`config.mk`:
```
export PLATFORM = sky130hd
export DESIGN_NAME = opmode_ctrl
export DESIGN_NICKNAME = d
export VERILOG_FILES = /design/src/opmode_pkg.sv /design/src/opmode_ctrl.sv
export SDC_FILE = /design/constraint.sdc
export NUM_CORES = 1
export LEC_CHECK = 0
export BUFFER_PORTS_ARGS = -buffer_cell sky130_fd_sc_hd__buf_2
export CAP_MARGIN = 20
export CORE_ASPECT_RATIO = 1.25
export CORE_MARGIN = 4
export CORE_UTILIZATION = 52
export CTS_CLUSTER_SIZE = 20
export DETAILED_ROUTE_END_ITERATION = 12
export PLACE_DENSITY_LB_ADDON = 0.1
export SYNTH_ARGS = -nofsm -noshare
export SYNTH_HDL_FRONTEND = slang
export SYNTH_SLANG_ARGS = --single-unit
```
`constraint.sdc`:
```
create_clock -name clk_sys -period 2.25 [get_ports clk_sys]
set_clock_uncertainty 0.15 [all_clocks]
set_input_delay 0.1125 -clock clk_sys [delete_from_list [all_inputs] [get_ports clk_sys]]
set_output_delay 0.1125 -clock clk_sys [all_outputs]
set_load 0.005 [all_outputs]
```
`src/opmode_pkg.sv`:
```
// Constants for the operating-mode controller of the system basis chip.
// Assumes a 40 MHz clk_sys; analog detectors arrive as digital levels.
`default_nettype none
package opmode_pkg;
    localparam int unsigned CLK_HZ = 40_000_000;
    // Normal request time-out in ms
    localparam int unsigned NRTOUT_MS = 350;
    localparam int unsigned NRTOUT_CYC = NRTOUT_MS * (CLK_HZ / 1000);
    // Reset duration in ms (typical figure)
    localparam int unsigned RSTDUR_MS = 15;
    localparam int unsigned RSTDUR_CYC = RSTDUR_MS * (CLK_HZ / 1000);
    // Wake pulse on the interrupt output, in us
    localparam int unsigned WAKE_PULSE_US = 10;
    localparam int unsigned WAKE_PULSE_CYC =
        WAKE_PULSE_US * (CLK_HZ / 1_000_000);
    // Host mode requests
    localparam logic [1:0] REQ_NORMAL = 2'h0;
    localparam logic [1:0] REQ_STANDBY = 2'h1;
    localparam logic [1:0] REQ_STOP = 2'h2;
    localparam logic [1:0] REQ_SLEEP = 2'h3;
    // Reset values
    localparam logic RST_FLAG = 1'h0;
    typedef enum logic [2:0] {
        ST_RESET, ST_NREQ, ST_NORMAL, ST_STANDBY, ST_STOP, ST_SLEEP
    } mode_e;
endpackage : opmode_pkg
`default_nettype wire

```
`src/opmode_ctrl.sv`:
```
// Operating-mode sequencer: regulator, switch and watchdog enables,
// fault flags, wake handling and reset output.
// Assumes host requests are clk_sys pulses; pins pass two flops first.
`default_nettype none
// Behaviour
// - Latch battery-fail flag below 3 V always
// - Early-warning interrupt only in normal/standby
// - Regulator overtemp sets temp warning, shuts regulator
// - Second-supply-low flag follows low detector
// - Switch overtemp reported in both registers
// - Switch follows on-bit in normal/standby
// - Cyclic switch timing in sleep/stop
// - Fast oscillator active modes, slow otherwise
// - Normal request after reset or stop wake
// - Standby: main regulator only, watchdog runs
// - Standby: no CAN transmit, rx sets wake
// - Normal: both regulators, watchdog runs
// - Stop: low-current main, listed wake sources
// - Stop by command; watchdog per stop bit
// - Sleep: regulators off, listed wake sources
// - Sleep wake passes through reset state
// - Reset holds output low for duration
// - Reset on undervoltage or watchdog faults
// - Power-up through reset; stop wake skips it
// - Normal request: main on, timer started
// - Time-out expiry without configuration resets, or returns to sleep after a sleep wake
// - Stop wake gives short interrupt low pulse
module opmode_ctrl
    import opmode_pkg::*;
#(
    parameter int unsigned NRTOUT_CYCLES = NRTOUT_CYC,
    parameter int unsigned RSTDUR_CYCLES = RSTDUR_CYC,
    parameter int unsigned CYCLIC_CYCLES = 40_000
) (
    // Clock and reset
    input wire logic clk_sys,
    input wire logic sys_rst,
    // Analog detectors (asynchronous levels)
    input wire logic battery_supply_fail,
    input wire logic battery_supply_warn,
    input wire logic regulator_overtemp,
    input wire logic second_regulator_low,
    input wire logic switch_overtemp,
    input wire logic main_undervoltage,
    input wire logic main_overcurrent,
    // Wake sources (asynchronous levels)
    input wire logic [3:0] level_wake_inputs,
    input wire logic can_rx_activity,
    input wire logic chip_select_n,
    input wire logic cyclic_wake,
    input wire logic forced_wake,
    // Host commands (clk_sys pulses)
    input wire logic mode_req_valid,
    input wire logic [1:0] mode_req,
    input wire logic watchdog_timing_write,
    input wire logic switch_on_bit,
    input wire logic watchdog_in_stop_bit,
    input wire logic watchdog_timeout,
    input wire logic watchdog_early_trigger,
    input wire logic flag_clear,
    // Enables and pins
    output logic main_regulator_en,
    output logic main_regulator_lowpwr,
    output logic second_regulator_drive,
    output logic high_side_switch,
    output logic watchdog_run,
    output logic can_tx_en,
    output logic fast_osc_sel,
    output logic reset_n,
    output logic interrupt_n,
    // Status
    output logic battery_fail_flag,
    output logic early_warn_flag,
    output logic regulator_temp_warning,
    output logic second_supply_low_flag,
    output logic switch_overtemp_flag,
    output logic switch_temp_or_supply_low_flag,
    output logic can_wake_flag,
    output logic [2:0] mode_state
);
    localparam int NS = 12;
    // Two-flop synchronisers for all pin levels
    logic [NS-1:0] pin_raw, s1_ff, s2_ff;
    assign pin_raw = {battery_supply_fail, battery_supply_warn,
        regulator_overtemp, second_regulator_low, switch_overtemp,
        main_undervoltage, main_overcurrent, can_rx_activity,
        chip_select_n, cyclic_wake, forced_wake, 1'b0};
    logic [3:0] lv1_ff, lv2_ff, lv3_ff;
    always_ff @(posedge clk_sys) begin
        s1_ff <= pin_raw;
        s2_ff <= s1_ff;
        lv1_ff <= level_wake_inputs;
        lv2_ff <= lv1_ff;
        lv3_ff <= lv2_ff;
    end
    logic bat_fail, bat_warn, reg_ot, v2_low, hs_ot, uv, oc, can_rx;
    logic cs_n, cyc_wk, frc_wk;
    assign {bat_fail, bat_warn, reg_ot, v2_low, hs_ot, uv, oc, can_rx,
        cs_n, cyc_wk, frc_wk} = s2_ff[NS-1:1];
    logic cs_prev_ff;
    logic level_change;
    assign level_change = (lv2_ff != lv3_ff);

    mode_e state_ff, nxt_state;
    logic [31:0] cnt_ff, nxt_cnt;
    logic from_sleep_ff, nxt_from_sleep;
    logic [15:0] pulse_ff, nxt_pulse;
    logic [31:0] cyc_ff, nxt_cyc;
    logic cyc_on_ff, nxt_cyc_on;
    logic stop_wake, sleep_wake, cs_rise;

    // Wake decoding for the two low-power modes
    assign cs_rise = cs_n && !cs_prev_ff; // Synced pin only, never raw
    assign stop_wake = cyc_wk || frc_wk || can_rx || level_change ||
        oc || cs_rise;
    assign sleep_wake = cyc_wk || frc_wk || can_rx || level_change;

    // Mode sequencing; reset faults take priority over host requests
    always_comb begin
        nxt_state = state_ff;
        nxt_cnt = cnt_ff + 32'h1;
        nxt_from_sleep = from_sleep_ff;
        nxt_pulse = (pulse_ff != 16'h0) ? pulse_ff - 16'h1 : 16'h0;
        case (state_ff)
            ST_RESET: begin
                if (cnt_ff >= RSTDUR_CYCLES - 1) begin
                    nxt_state = ST_NREQ;
                    nxt_cnt = 32'h0;
                end
            end
            ST_NREQ: begin
                if (uv) begin
                    nxt_state = ST_RESET;
                    nxt_cnt = 32'h0;
                end else if (watchdog_timing_write) begin
                    nxt_state = (mode_req_valid && mode_req == REQ_STANDBY)
                        ? ST_STANDBY : ST_NORMAL;
                    nxt_from_sleep = 1'b0;
                end else if (cnt_ff >= NRTOUT_CYCLES - 1) begin
                    // Sleep-origin request falls back to sleep
                    nxt_state = from_sleep_ff ? ST_SLEEP : ST_RESET;
                    nxt_cnt = 32'h0;
                end
            end
            ST_NORMAL, ST_STANDBY: begin
                if (uv || watchdog_timeout || watchdog_early_trigger) begin
                    nxt_state = ST_RESET;
                    nxt_cnt = 32'h0;
                end else if (mode_req_valid) begin
                    case (mode_req)
                        REQ_NORMAL: nxt_state = ST_NORMAL;
                        REQ_STANDBY: nxt_state = ST_STANDBY;
                        REQ_STOP: nxt_state = ST_STOP;
                        default: nxt_state = ST_SLEEP;
                    endcase
                end
            end
            ST_STOP: begin
                if (uv || (watchdog_in_stop_bit && watchdog_timeout)) begin
                    nxt_state = ST_RESET;
                    nxt_cnt = 32'h0;
                end else if (stop_wake) begin
                    nxt_state = ST_NREQ;
                    nxt_cnt = 32'h0;
                    nxt_from_sleep = 1'b0;
                    nxt_pulse = WAKE_PULSE_CYC[15:0];
                end
            end
            default: begin
                if (sleep_wake) begin
                    nxt_state = ST_RESET;
                    nxt_cnt = 32'h0;
                    nxt_from_sleep = 1'b1;
                end
            end
        endcase
    end

    // Cyclic switch timer, active in low-power modes only
    always_comb begin
        nxt_cyc = 32'h0;
        nxt_cyc_on = 1'b0;
        if (state_ff == ST_STOP || state_ff == ST_SLEEP) begin
            nxt_cyc = cyc_ff + 32'h1;
            nxt_cyc_on = cyc_on_ff;
            if (cyc_ff >= CYCLIC_CYCLES - 1) begin
                nxt_cyc = 32'h0;
                nxt_cyc_on = !cyc_on_ff;
            end
        end
    end

    always_ff @(posedge clk_sys) begin
        if (sys_rst) begin
            state_ff <= ST_RESET;
            cnt_ff <= 32'h0;
            from_sleep_ff <= 1'b0;
            pulse_ff <= 16'h0;
            cyc_ff <= 32'h0;
            cyc_on_ff <= 1'b0;
            cs_prev_ff <= 1'b1;
        end else begin
            state_ff <= nxt_state;
            cnt_ff <= nxt_cnt;
            from_sleep_ff <= nxt_from_sleep;
            pulse_ff <= nxt_pulse;
            cyc_ff <= nxt_cyc;
            cyc_on_ff <= nxt_cyc_on;
            cs_prev_ff <= cs_n;
        end
    end

    // Enables derived from the next state so outputs stay registered
    logic active_n;
    assign active_n = (nxt_state == ST_NORMAL || nxt_state == ST_STANDBY);
    always_ff @(posedge clk_sys) begin
        if (sys_rst) begin
            main_regulator_en <= 1'b1;
            main_regulator_lowpwr <= 1'b0;
            second_regulator_drive <= 1'b0;
            high_side_switch <= 1'b0;
            watchdog_run <= 1'b0;
            can_tx_en <= 1'b0;
            fast_osc_sel <= 1'b1;
            reset_n <= 1'b0;
            interrupt_n <= 1'b1;
            mode_state <= 3'h0;
        end else begin
            // Overtemp shuts the regulator off in any mode; sleep shuts it off too
            main_regulator_en <= (nxt_state != ST_SLEEP) && !reg_ot;
            main_regulator_lowpwr <= (nxt_state == ST_STOP);
            second_regulator_drive <= (nxt_state == ST_NORMAL);
            high_side_switch <= (active_n && switch_on_bit) ||
                ((nxt_state == ST_STOP || nxt_state == ST_SLEEP) &&
                 switch_on_bit && nxt_cyc_on);
            watchdog_run <= active_n ||
                (nxt_state == ST_STOP && watchdog_in_stop_bit);
            can_tx_en <= (nxt_state == ST_NORMAL);
            fast_osc_sel <= !(nxt_state == ST_STOP ||
                nxt_state == ST_SLEEP);
            reset_n <= (nxt_state != ST_RESET && nxt_state != ST_SLEEP);
            // Low during wake pulse or while early warning pending in normal/standby
            interrupt_n <= !((nxt_pulse != 16'h0) ||
                (early_warn_flag && active_n));
            mode_state <= nxt_state;
        end
    end

    // Sticky fault flags, second-supply-low follows its detector; a set in the clear cycle wins
    logic ew_set;
    assign ew_set = bat_warn && (state_ff == ST_NORMAL ||
        state_ff == ST_STANDBY);
    always_ff @(posedge clk_sys) begin
        if (sys_rst) begin
            battery_fail_flag <= RST_FLAG;
            early_warn_flag <= RST_FLAG;
            regulator_temp_warning <= RST_FLAG;
            switch_overtemp_flag <= RST_FLAG;
            switch_temp_or_supply_low_flag <= RST_FLAG;
            can_wake_flag <= RST_FLAG;
            second_supply_low_flag <= RST_FLAG;
        end else begin
            battery_fail_flag <= bat_fail ||
                (battery_fail_flag && !flag_clear);
            early_warn_flag <= ew_set ||
                (early_warn_flag && !flag_clear);
            regulator_temp_warning <= reg_ot ||
                (regulator_temp_warning && !flag_clear);
            switch_overtemp_flag <= hs_ot ||
                (switch_overtemp_flag && !flag_clear);
            switch_temp_or_supply_low_flag <= hs_ot || v2_low ||
                (switch_temp_or_supply_low_flag && !flag_clear);
            can_wake_flag <= (can_rx && state_ff != ST_NORMAL) ||
                (can_wake_flag && !flag_clear);
            second_supply_low_flag <= v2_low;
        end
    end

    // Checks
    reset_hold_a: assert property (@(posedge clk_sys) disable iff (sys_rst)
        (mode_state == ST_RESET) |-> !reset_n)
        else $error("reset output high in reset state");
    normal_regs_a: assert property (@(posedge clk_sys) disable iff (sys_rst)
        (mode_state == ST_NORMAL) |-> second_regulator_drive)
        else $error("second regulator off in normal");
    standby_v2_a: assert property (@(posedge clk_sys) disable iff (sys_rst)
        (mode_state == ST_STANDBY) |-> !second_regulator_drive
        && !can_tx_en)
        else $error("standby drives second regulator or can");
    sleep_off_a: assert property (@(posedge clk_sys) disable iff (sys_rst)
        (mode_state == ST_SLEEP) |-> !main_regulator_en)
        else $error("main regulator on in sleep");
    osc_sel_a: assert property (@(posedge clk_sys) disable iff (sys_rst)
        (mode_state == ST_STOP) |-> !fast_osc_sel)
        else $error("fast oscillator in stop");
    battery_fail_flag_a: assert property (@(posedge clk_sys) disable iff (sys_rst)
        bat_fail |=> battery_fail_flag)
        else $error("battery fail not latched");
    stop_wake_a: assert property (@(posedge clk_sys) disable iff (sys_rst)
        (state_ff == ST_STOP && stop_wake && !uv &&
         !(watchdog_in_stop_bit && watchdog_timeout))
        |=> (state_ff == ST_NREQ) && !interrupt_n && reset_n)
        else $error("stop wake missing pulse or request");
    sleep_wake_a: assert property (@(posedge clk_sys) disable iff (sys_rst)
        (state_ff == ST_SLEEP && sleep_wake) |=> state_ff == ST_RESET)
        else $error("sleep wake skipped reset");
    wd_fault_a: assert property (@(posedge clk_sys) disable iff (sys_rst)
        (state_ff == ST_NORMAL && watchdog_timeout)
        |=> state_ff == ST_RESET)
        else $error("watchdog timeout ignored");
endmodule : opmode_ctrl
`default_nettype wire

```
==> reports/metrics.cfg <==
[logic_synthesis]
synth.distinct_cells=55
synth_cells=533
synth_seq_area_share_pct=53.32
netlist_area_um2=5069
synth_edf_count=0
ys.flop_type=dfxtp_1
ys_seq_elements=135
synth_warnings=0
synth_top_area_share_pct=53.32
synthTopCellsByArea=dfxtp_1 53%, nor2_1 6.7%, xor2_1 5.5%
async_reset_ff_share_pct=0
post-synth-top-area-cell=dfxtp_1
synth_area_per_cell_um2=9.510

[placement]
io_buffers=44
place_congestion=0.8380
dp_hpwl_um=7578
placedInstanceArea_um2=5887
place_ws_ps=-58.87
dp.cells=762

[clock_network]
cts_made_buffers=17
cts_tree=built
htreeDepth=4
cts_root_buf=clkbuf_16
clk_path_buf_depth=2
cts.sink_count=135
worst_skew_pair.late_latency_ps=410
clk_pin_slew_ps=60

[timing]
setup-tns-final_ps=-167.5
drv_slew=0
finalHoldViolations=0
setup_slack_ps=-106.6
period_minus_slack_ps=2357
timing.hold.ws_ps=83.08
fin_crit_sh_pct=104.7
setup_viol=14
rsz0062_at_grt=true
fmax_mhz=424.3

[critical_path]
timing.critical_path.mode_cell=or4_4
critPathKind=flop to flop
cp-end-kind=flop
critPathSlowestCell=or4_4
r2r_slack_ps=-110
cp_max_fo=2
rr_worst_depth=6
cp.depth=6
r2r-end=interrupt_n$_SDFF_PP1_
startpoint_type=flop
cp_top_family=simple AND/OR/NAND/NOR gates
path_buf_inv=0
reg2reg_from=pulse_ff[6]$_SDFF_PP0_
required_ps=2400
worstPathCellList=or4_4 > or4_4 > nor4_4 > xor2_1 > o41ai_2 > a41o_1
worstPathArrival_ps=2500
worst_path_largest_cell_delay_ps=530

[grt]
grt_max_degree=33
grt_pass1_wl_um=18400
antenna_found_initial=0
groute.usage.overall_pct=20.59
gr-total-overflow=0
grt_pass1_vias=4155

[layout]
drive_above_1_share_pct=29.35
layout_common_cells=130 x dfxtp_1, 63 x nor2_1, 59 x buf_4
fin_cells=821
nFillCells=689
finish.instance_area_um2=7146
final_common_cell=dfxtp_1
syn_to_final_growth_pct=40.98
antenna_cells=0
layout.nets=712
final_core_util_pct=74.75

[drt]
vias=4301
postRouteAntennaNets=0
first_pass_iters=4
avgViaCountPerCell=5.239
drc=0
wirelength_um=11940
wl_per_cell_um=14.54
drt_iter0_markers=178

[floorplan]
initial_core_util_pct=53.02
die_area_um2=11400
fp-row-count=40
pin_count=45
core_area_um2=9559
die_x_um=96.31
die_h_um=118.4

[run_status]
status=complete, but fails checks
violations=setup timing

[pwr]
power_leakage_nw=2.804
finalPower_mw=6.874
power.density_nw_per_um2=962.0
peakVddDrop_uv=851.0

[min_path]
worstHoldPathType=input pin to flop
whs_path_depth=4
hold_end=reset_n$_SDFF_PP0_
min_from=watchdog_timing_write

[job]
drv_cap=0

[repair_timing]
action,CTS,global route
pin swaps,2,49
endpoints found under the hold margin,28,0
hold buffers,21,0
endpoints found under the setup margin,35,41
gates resized for setup,7,82
buffers inserted,0,3
cloned,0,3
[worst max path at each step]
| stage | start | to |
|---|---|---|
| after floorplan | pulse_ff[0]$_SDFF_PP0_ | interrupt_n$_SDFF_PP1_ |
| after global placement | cnt_ff[28]$_SDFF_PP0_ | reset_n$_SDFF_PP0_ |
| after CTS | pulse_ff[0]$_SDFF_PP0_ | interrupt_n$_SDFF_PP1_ |
| final | pulse_ff[6]$_SDFF_PP0_ | interrupt_n$_SDFF_PP1_ |
| after detailed placement | cnt_ff[28]$_SDFF_PP0_ | cnt_ff[10]$_SDFF_PP0_ |
| after global routing | pulse_ff[6]$_SDFF_PP0_ | interrupt_n$_SDFF_PP1_ |
[state kept, by name, summed over array words and instances (netlist names), 3 cells and up]
name        cells
pulse_ff       16
lv2_ff          4
lv3_ff          4
s2_ff          11
lv1_ff          4
s1_ff          11
mode_state      3
cyc_ff         32
cnt_ff         32
[Yosys cell counts (3+ instances only)]
library cell / instances
and4_1: 5
nand3b_1: 4
inv_1: 12
and2_1: 5
nor2_1: 90
nor3b_1: 4
o211ai_1: 5
xor2_1: 32
or2_2: 3
dfxtp_1: 135
a211oi_1: 6
and3_1: 9
ha_1: 4
xnor2_1: 28
nand2_1: 35
or4_1: 3
a31oi_1: 4
nor4_1: 13
nand3_1: 20
or3_1: 7
o21ai_0: 10
a21oi_1: 13
nor3_1: 15
clkbuf_1: 10
nand4_1: 16
buf_2: 3
nor2b_1: 5
[power breakdown]
part / internal [mW] / switching (mW)
combinational: 0.678 / 0.690
sequential: 2.57 / 0.0936
clock: 1.71 / 1.13
total: 4.96 / 1.91
[worst min-delay path: cells and delay by family]
kind	cells	cell delay (ps)
buf+inv	1	140
compound gates	1	90
simple gates	2	270
[cells by family after synthesis]
family,Yosys count,synth area share (%)
xor gates and xnor gates,60,10.37
DFF,135,53.32
AOI/OAI and AO/OA,61,8.270
adders and majority gates,4,0.9874
muxes,2,0.3950
other,1,0.07398
buffers and inverters,28,2.370
and+or+nand+nor,242,24.22
[area by class of cell]
type / count / area [µm²] / share of cell area, %
Sequential cell: 135 / 2709 / 37.91
Multi-Input combinational cell: 385 / 2641 / 36.96
Timing Repair Buffer: 130 / 977.2 / 13.68
Clock buffer: 18 / 439.2 / 6.146
Clock inverter: 14 / 172.7 / 2.416
Tap cell: 126 / 157.7 / 2.206
Inverter: 13 / 48.80 / 0.6829
[routing by layer]
layer	GRT usage (%)	share of wire [%]	up-vias
li1	-	-	2150
met1	23.06	41	2034
met2	35.77	53	98
met3	6.365	4.6	19
met4	7.719	1.6	0
met5	0	0	-
No activity file was read; power rests on OpenSTA's default activity.
